<file path="src/hdl/wdt_pkg.sv">
package wdt_pkg;
    // register indices on the plain port (no offsets are printed for these)
    localparam logic [3:0] ADDR_CONTROL     = 4'h0;
    localparam logic [3:0] ADDR_CAUSE_FLAGS = 4'h1;
    localparam logic [3:0] ADDR_STATUS      = 4'h2;

    // control register layout
    localparam int         KEY_MSB          = 7;
    localparam int         KEY_LSB          = 3;
    localparam int         SEL_MSB          = 2;
    localparam int         SEL_LSB          = 0;
    localparam logic [7:0] CONTROL_RESET    = 8'h53;
    localparam logic [4:0] KEY_VALID_A      = 5'h0A;
    localparam logic [4:0] KEY_VALID_B      = 5'h15;

    // reset cause flags layout
    localparam int         KEY_FAULT_BIT    = 0;

    // status register layout
    localparam int         STAT_TO_BIT      = 0;
    localparam int         STAT_PDF_BIT     = 1;

    // counter and timing
    localparam int         CNT_W            = 18;
    localparam int         KEY_DELAY_TICKS  = 2;
    localparam logic [1:0] KEY_DELAY_LAST   = 2'h2;
endpackage : wdt_pkg

</file>
<file path="src/hdl/wdt_timer.sv">
// Contract
// - the counter advances on rising edges of the slow rc oscillator, not on the system clock.
// - the timeout select field picks a period of 2^8,2^10,2^12,2^14,2^15,2^16,2^17 or 2^18 slow cycles.
// - the watchdog runs whenever the key field holds 01010b or 10101b, and nothing disables it.
// - any other key value causes a full device reset two to three slow cycles later.
// - that key-fault reset sets bit 0 of the reset cause flags.
// - the key-fault flag is only set by hardware and only cleared by power-on or by software writing zero.
// - after power-on the key field holds 01010b so the watchdog starts running.
// - in normal running an overflow causes a full device reset and sets the timeout flag.
// - in sleep or idle an overflow sets the timeout flag and resets only pc and stack pointer.
// - a key-fault reset, the clear instruction or the power-down instruction clears the counter.
// - only the clear instruction and the power-down instruction clear the counter from software; register writes do not.
// - the power-down instruction sets the power-down flag, clears the timeout flag and clears the counter.
// - the power-down flag clears on power-up or on the clear instruction.
//
// Design decisions made here: the strobed register port and the register offsets.
`timescale 1ns/1ps
module wdt_timer
(
    input  wire logic       clk_i,
    input  wire logic       sys_rst_i,
    input  wire logic       por_i,
    input  wire logic       slow_rc_osc_i,
    input  wire logic       counter_clear_instruction_i,
    input  wire logic       power_down_instruction_i,
    input  wire logic       low_power_mode_i,
    input  wire logic [3:0] addr_i,
    input  wire logic [7:0] wdata_i,
    input  wire logic       wr_i,
    input  wire logic       rd_i,
    output logic      [7:0] rdata_o,
    output logic            device_reset_o,
    output logic            pc_sp_reset_o,
    output logic            overflow_status_flag_o,
    output logic            power_down_flag_o
);
    // period select decode, used only by the overflow compare
    function automatic logic [wdt_pkg::CNT_W-1:0] period_last(input logic [2:0] sel);
        logic [4:0] sh;
        sh = 5'd0;
        unique case (sel)
            3'h0: sh = 5'd8;
            3'h1: sh = 5'd10;
            3'h2: sh = 5'd12;
            3'h3: sh = 5'd14;
            3'h4: sh = 5'd15;
            3'h5: sh = 5'd16;
            3'h6: sh = 5'd17;
            3'h7: sh = 5'd18;
        endcase
        period_last = wdt_pkg::CNT_W'((19'h0_0001 << sh) - 19'h0_0001);
    endfunction : period_last

    function automatic logic key_ok(input logic [4:0] k);
        key_ok = (k == wdt_pkg::KEY_VALID_A) || (k == wdt_pkg::KEY_VALID_B);
    endfunction : key_ok

    // slow oscillator synchroniser: three stages, a change counts when 2 and 3 agree
    logic [2:0] osc_sync_q;
    logic [2:0] osc_sync_d;
    logic       osc_level_q;
    logic       osc_level_d;
    logic       slow_tick;

    // registers
    logic [7:0]                control_q;
    logic [7:0]                control_d;
    logic                      key_fault_q;
    logic                      key_fault_d;
    logic                      to_q;
    logic                      to_d;
    logic                      pdf_q;
    logic                      pdf_d;
    logic [wdt_pkg::CNT_W-1:0] cnt_q;
    logic [wdt_pkg::CNT_W-1:0] cnt_d;
    logic [1:0]                fault_cnt_q;
    logic [1:0]                fault_cnt_d;
    logic                      dev_rst_q;
    logic                      dev_rst_d;
    logic                      pcsp_q;
    logic                      pcsp_d;
    logic [7:0]                rdata_q;
    logic [7:0]                rdata_d;

    logic                      key_bad;
    logic                      overflow;
    logic                      fault_fire;

    always_comb
    begin
        osc_sync_d  = {osc_sync_q[1:0], slow_rc_osc_i};
        osc_level_d = osc_level_q;
        if (osc_sync_q[1] == osc_sync_q[2])
        begin
            osc_level_d = osc_sync_q[2];
        end
        slow_tick = osc_level_d & ~osc_level_q;
    end

    always_comb
    begin
        key_bad    = ~key_ok(control_q[wdt_pkg::KEY_MSB:wdt_pkg::KEY_LSB]);
        // fault timer counts two full slow edges, landing 2 to 3 slow cycles after the bad write
        fault_fire = key_bad && slow_tick && (fault_cnt_q == wdt_pkg::KEY_DELAY_LAST);
        overflow   = slow_tick && (cnt_q == period_last(control_q[wdt_pkg::SEL_MSB:wdt_pkg::SEL_LSB]));

        fault_cnt_d = fault_cnt_q;
        if (!key_bad)
        begin
            fault_cnt_d = 2'h0;
        end
        else if (slow_tick && fault_cnt_q != wdt_pkg::KEY_DELAY_LAST)
        begin
            fault_cnt_d = fault_cnt_q + 2'h1;
        end

        cnt_d = cnt_q;
        if (fault_fire || counter_clear_instruction_i || power_down_instruction_i || overflow)
        begin
            cnt_d = '0;
        end
        else if (slow_tick)
        begin
            cnt_d = cnt_q + wdt_pkg::CNT_W'(1);
        end

        control_d = control_q;
        if (wr_i && addr_i == wdt_pkg::ADDR_CONTROL)
        begin
            control_d = wdata_i;
        end

        // set beats a simultaneous software clear
        key_fault_d = key_fault_q;
        if (wr_i && addr_i == wdt_pkg::ADDR_CAUSE_FLAGS && !wdata_i[wdt_pkg::KEY_FAULT_BIT])
        begin
            key_fault_d = 1'b0;
        end
        if (fault_fire)
        begin
            key_fault_d = 1'b1;
        end

        to_d  = to_q;
        pdf_d = pdf_q;
        if (counter_clear_instruction_i)
        begin
            pdf_d = 1'b0;
        end
        if (power_down_instruction_i)
        begin
            pdf_d = 1'b1;
            to_d  = 1'b0;
        end
        if (overflow)
        begin
            to_d = 1'b1;
        end

        dev_rst_d = fault_fire || (overflow && !low_power_mode_i);
        pcsp_d    = overflow && low_power_mode_i;

        rdata_d = 8'h00;
        if (rd_i)
        begin
            unique case (addr_i)
                wdt_pkg::ADDR_CONTROL:     rdata_d = control_q;
                wdt_pkg::ADDR_CAUSE_FLAGS: rdata_d[wdt_pkg::KEY_FAULT_BIT] = key_fault_q;
                wdt_pkg::ADDR_STATUS:
                begin
                    rdata_d[wdt_pkg::STAT_TO_BIT]  = to_q;
                    rdata_d[wdt_pkg::STAT_PDF_BIT] = pdf_q;
                end
                default:                   rdata_d = 8'h00;
            endcase
        end
    end

    // device reset (sys_rst_i) clears the count and fault timer; only power-on restores the
    // key and flags, so a key fault repeats after each device reset until software rewrites the key
    always_ff @(posedge clk_i)
    begin
        if (sys_rst_i)
        begin
            cnt_q       <= '0;
            fault_cnt_q <= 2'h0;
            dev_rst_q   <= 1'b0;
            pcsp_q      <= 1'b0;
            rdata_q     <= 8'h00;
        end
        else
        begin
            cnt_q       <= cnt_d;
            fault_cnt_q <= fault_cnt_d;
            dev_rst_q   <= dev_rst_d;
            pcsp_q      <= pcsp_d;
            rdata_q     <= rdata_d;
        end
    end

    always_ff @(posedge clk_i)
    begin
        if (por_i)
        begin
            // the oscillator level survives a device reset so no false tick follows it
            osc_sync_q  <= 3'h0;
            osc_level_q <= 1'b0;
            control_q   <= wdt_pkg::CONTROL_RESET;
            key_fault_q <= 1'b0;
            to_q        <= 1'b0;
            pdf_q       <= 1'b0;
        end
        else
        begin
            osc_sync_q  <= osc_sync_d;
            osc_level_q <= osc_level_d;
            control_q   <= control_d;
            key_fault_q <= key_fault_d;
            to_q        <= to_d;
            pdf_q       <= pdf_d;
        end
    end

    assign rdata_o                = rdata_q;
    assign device_reset_o         = dev_rst_q;
    assign pc_sp_reset_o          = pcsp_q;
    assign overflow_status_flag_o = to_q;
    assign power_down_flag_o      = pdf_q;
endmodule : wdt_timer

</file>
<file path="config.mk">
export PLATFORM = sky130hd
export DESIGN_NAME = wdt_timer
export DESIGN_NICKNAME = d
export VERILOG_FILES = /design/src/hdl/wdt_pkg.sv /design/src/hdl/wdt_timer.sv
export SDC_FILE = /design/constraint.sdc
export NUM_CORES = 1
export LEC_CHECK = 0
export ABC_AREA = 1
export BUFFER_PORTS_ARGS = -buffer_cell sky130_fd_sc_hd__buf_4
export CORE_UTILIZATION = 36
export DETAILED_ROUTE_END_ITERATION = 7
export SKIP_CTS_REPAIR_TIMING = 1
export SLEW_MARGIN = 20
export SYNTH_ARGS = -nofsm -noshare
export SYNTH_HDL_FRONTEND = slang
export SYNTH_SLANG_ARGS = --single-unit
</file>
<file path="constraint.sdc">
create_clock -name clk_i -period 5.75 [get_ports clk_i]
set_input_delay 0 -clock clk_i [delete_from_list [all_inputs] [get_ports clk_i]]
set_output_delay 0 -clock clk_i [all_outputs]
set_load 0.02 [all_outputs]
</file>
# [Word-level counts from Yosys, hierarchy flattened]
# Memories as Yosys holds them, arrays and structs flattened. A register that Yosys moved wholly into a read port is not among the register bits.
# Index checks and enable logic that the tools add are counted.
[op_classes] addsub=3 n_mux=11 n_shift=1 n_eq_ne=8 bitwise_logic=5 div=0 n_lt_le_gt_ge=0 n_mul=0 reduce_logical=24
[ops] op="adder 18 x 1 -> 18 bit (second input constant)" count=1
[ops] op="== test 18 bit" count=1
[ops] op="<< shifter 1 x 5 -> 18 bit (first input constant)" count=1
[ops] op="subtractor 18 x 1 -> 18 bit (second input constant)" count=1
[ops] op="logical AND 1 bit" count=9
[ops] op="2-to-1 mux 1 bit" count=7
[ops] op="2-to-1 mux 3 bit" count=2
[ops] op="nonzero test 2 bit" count=3
[ops] op="OR reduction 2 bit" count=3
[ops] op="== test 5 x 4 -> 1 bit (second input constant)" count=1
[ops] op="== test 5 bit (second input constant)" count=1
[ops] op="logical OR 1 bit" count=5
[ops] op="== test 4 x 1 -> 1 bit (second input constant)" count=1
[ops] op="== test 4 x 2 -> 1 bit (second input constant)" count=1
[ops] op="logical NOT 4 bit" count=1
[ops] op="NOT 1 bit" count=4
[ops] op="case mux 1 bit (3 select lines)" count=1
[ops] op="OR reduction 3 bit" count=1
[ops] op="adder 2 x 1 -> 2 bit (second input constant)" count=1
[ops] op="== test 2 bit (second input constant)" count=1
[ops] op="logical NOT 1 bit" count=2
[ops] op="inequality test 2 bit (second input constant)" count=1
[ops] op="case mux 1 bit (2 select lines)" count=1
[ops] op="AND 1 bit" count=1
[ops] op="== test 1 bit" count=1
[word_totals] reg_bits=45 out_inout_bits=12 memories=1 mem_bits_ro=40 mem_bits_rw=0 inputBits=21 latch_bits=0 word_cells=65
[mem_list] memory="(name not given)" words=8 width=5 read_ports=1 rd_ports_with_merged_regs=1 write_ports=0 line_no="wdt_timer.sv:41" rtl="unique case (sel)"

# [Longest topological paths before layout]
[depth] depth_word=9 ltp_mapped=18 ltp_nobuf=16

# [Worst setup path before layout]
# OpenSTA, ideal clock, no wires.
[synth_timing] path_type="register to register" start="reg (tool-made name)" end="reg cnt_q[6] in the netlist's numbering" synth_period_minus_slack_ns=2.260 t_arrival_ns=2.142 setup_slack_ns=3.490 required_ns=5.631 n_path_buf=4 setup_time_ns=0.119 stages_incl_launch_ff=18 cell_sequence="dfxtp_1 -> buf_6 -> nor2_4 -> buf_4 -> nand2_1 -> ha_1 -> clkbuf_1 -> xnor2_1 -> o21ai_0 -> nand2_1 -> nand2_1 -> nor2_1 -> nand3_1 -> nor3_2 -> nand2_2 -> nand2_4 -> buf_12 -> nor2_2"
[synth_rtl] element="end signal: assignment" line_no="wdt_timer.sv:193" rtl="cnt_q <= cnt_d;"
[synth_rtl] element="end: declaration" line_no="wdt_timer.sv:74" rtl="logic [wdt_pkg::CNT_W-1:0] cnt_q;"

==> results_dict.tcl <==
set metrics [dict create \
    dpl.cell_count 569 \
    arrival_ps 2960 \
    ir_worst_vdd_mv 0.106 \
    met1Wirelength_mm 3.52 \
    period_minus_slack_ps 2760 \
    critPathMaxFanout 18 \
    met3_wirelength_um 296 \
    finalSetupTns_ps 0 \
    placedInstanceArea_um2 3210 \
    finalNetCount 512 \
    yosysTopAreaCellShare_pct 34.4 \
    synthToLayoutAreaGrowth_pct 17.7 \
    hold_path_class "input port to flip-flop" \
    status "complete, but fails checks" \
    synth.largest_area_cell "dfxtp_1" \
    r2r_end "cnt_q[16]$_SDFFE_PP0P_" \
    fmax_ghz 0.362 \
    h-tree-depth 2 \
    start_kind "flip-flop" \
    power_density_nw_per_um2 184 \
    crit_buf_inv 2 \
    rsz0062_at_grt "false" \
    drt_iter0_drc 147 \
    synth.yosys.seq_area_share_pct 34.4 \
    whs_ps -20.9 \
    relSlewSlack_pct 70.0 \
    slowest_stage "dfxtp_1" \
    synth-edff-count 0 \
    synthCells 443 \
    clock_latency_ps 310 \
    die_area_um2 8450 \
    cp.depth 14 \
    antenna_found_initial 0 \
    die_h_um 91.9 \
    cts_root_buffer "clkbuf_8" \
    drive_gt1_share_pct 15.4 \
    dp.final_hpwl_mm 5.63 \
    endpoint "cnt_q[16]$_SDFFE_PP0P_" \
    port-buffer-count 32 \
    die_width_um 91.9 \
    clk_pin_slew_worst_paths_ps 110 \
    max_stage_delay_ps 600 \
    utilization_pct 44.1 \
    grt_pass1_wl_mm 12.2 \
    post_synth_num_cell_types 34 \
    power.leakage_nw 1.50 \
    first_pass_iters 5 \
    fin_skew_ps 20.0 \
    ant_nets 0 \
    violations "negative hold slack" \
    top_layer "met4" \
    fp-row-count 32 \
    hold_viol 3 \
    finalPower_mw 0.632 \
    async_reset_ff_share_pct 0 \
    drc 0 \
    setup_viol 0 \
    cts_made_buffers 5 \
    gp_congestion 0.929 \
    regToRegSetupSlack_ps 2990 \
    cts_tree "built" \
    cts.path.max_buffers 2 \
    wl_mm 7.16 \
    fin_crit_sh_pct 48.1 \
    yosysWarnings 0 \
    coreArea_um2 7770 \
    grt_pass1_vias 2673 \
    syn_nets 469 \
    tightest_slew_ps 450 \
    syn_area_per_cell_um2 6.57 \
    preCtsSetupSlack_ps 3010 \
    finalInstanceArea_um2 3430 \
    cp_top_family "simple AND/OR/NAND/NOR gates" \
    synthTopCellsByArea "dfxtp_1, nand2_1, inv_1, nand3_1, nor2_1" \
    grt_use_total_pct 17.8 \
    synth-main-ff-cell "dfxtp_1" \
    crit_type "flip-flop to flip-flop" \
    worstPathRequired_ps 5950 \
    post-route-worst-setup-slack_ps 2990 \
    ff2ff_path_depth 14 \
    drv_cap 0 \
    io-pin-count 33 \
    cts.sinks 50 \
    vias 2827 \
    viasPerCell 4.80 \
    dr_wl_met2_mm 3.27 \
    crit_path_end_kind "flip-flop" \
    instances_no_fill 589 \
    start_util_pct 37.5 \
    slew_viol_final 0 \
    yosys_register_bits 50 \
    synth_area_um2 2910 \
    wire_per_inst_um 12.2 \
    grt_max_degree 19 \
    grt_overflow 0 \
    diodes 0 \
    cp_cell_sequence "inv_1, nand2_1, inv_1, nand2_1, ha_1, nand3_1, nor2_1, nand3_1, nand2_1, nand3_1, nor2_2, nand2_2, nand2_4, nor2_1" \
]
==> layout make-up <==
| class | instances | area [um^2] |
|---|---|---|
| flip-flops and latches | 50 | 1000 |
| well taps | 102 | 128 |
| inverters | 62 | 233 |
| clock buffers | 5 | 68.8 |
| fillers | 867 | 4340 |
| clock inverters | 3 | 26.3 |
| repair buffers | 44 | 360 |
| multi-input cells | 323 | 1610 |
==> placed cells by master, fill, tap and decap left out, drive strengths merged, types with 3 or more instances in the layout <==
cell         Yosys  layout
nand4            5       5
xnor2            4       4
a21oi           21      21
clkbuf           3       5
dlygate4sd3      0      12
nor3            10      10
o21ai           20      20
dfxtp           50      50
nor2            73      73
nand3b           3       3
xor2            13      13
nand3           42      42
ha               5       5
buf              5      32
inv             62      64
nand2          120     120
==> logic make-up (layout without fill, tap and decap cells) <==
family,count (synthesis),count (layout),share of synthesized area (%)
AO/OA/AOI/OAI,47,47,8.68
AND/OR/NAND/NOR,254,254,39.4
XOR/XNOR,17,17,5.11
buffers and inverters,70,114,10.3
adder cells (fa/ha/maj),5,5,2.15
flip-flops,50,50,34.4
==> routing by layer <==
layer / track usage (%) / up-vias
met1: 24.4 / 1278
li1: - / 1477
met2: 29.6 / 66
met3: 2.57 / 6
met4: 4.04 / 0
met5: 0 / -
==> how the worst min path moves through the flow <==
stage / startpoint / to / slack [ps] / depth (start not counted)
4_1_cts: sys_rst_i / device_reset_o$_SDFF_PP0_ / -160 / 2
3_3_place_gp: sys_rst_i / device_reset_o$_SDFF_PP0_ / 170 / 2
6_report: wdata_i[3] / control_q[3]$_SDFFE_PP0P_ / -20 / 3
2_1_floorplan: sys_rst_i / device_reset_o$_SDFF_PP0_ / 70 / 1
5_1_grt: wdata_i[3] / control_q[3]$_SDFFE_PP0P_ / 0.07 / 3
3_5_place_dp: sys_rst_i / device_reset_o$_SDFF_PP0_ / 170 / 2
==> tightest hold or removal path: cells and delay by family <==
family | cells | cell delay [ps]
AO/OA/AOI/OAI | 2 | 180
buffers and inverters | 1 | 70
==> registers in the layout (all words and copies together), names as in the netlist, named ones only <==
name and flops:
cnt_q 18, control_q 8, rdata_o 8, osc_sync_q 3, fault_cnt_q 2, device_reset_o 1
key_fault_q 1, osc_level_q 1, overflow_status_flag_o 1, pc_sp_reset_o 1, power_down_flag_o 1
==> synth_stat cells, types with 3 or more instances <==
library cell,instances
nor2_1,53
nand3b_1,3
nand3_1,41
nor2_2,18
dfxtp_1,50
clkbuf_1,3
xor2_1,13
inv_2,3
xnor2_1,4
nand2_2,4
nand4_1,5
nand2_1,115
o21ai_0,18
nor3_2,4
nor3_1,6
a21oi_1,21
inv_1,59
ha_1,5
==> power by group <==
group | total, mW | internal, mW | leakage, nW | switching (mW)
Sequential | 0.354 | 0.350 | 0.404 | 0.00413
Clock | 0.219 | 0.0898 | 0.0491 | 0.129
Combinational | 0.0591 | 0.0258 | 1.05 | 0.0332
Total | 0.632 | 0.466 | 1.50 | 0.167
Power figures use the tool's default switching activity.
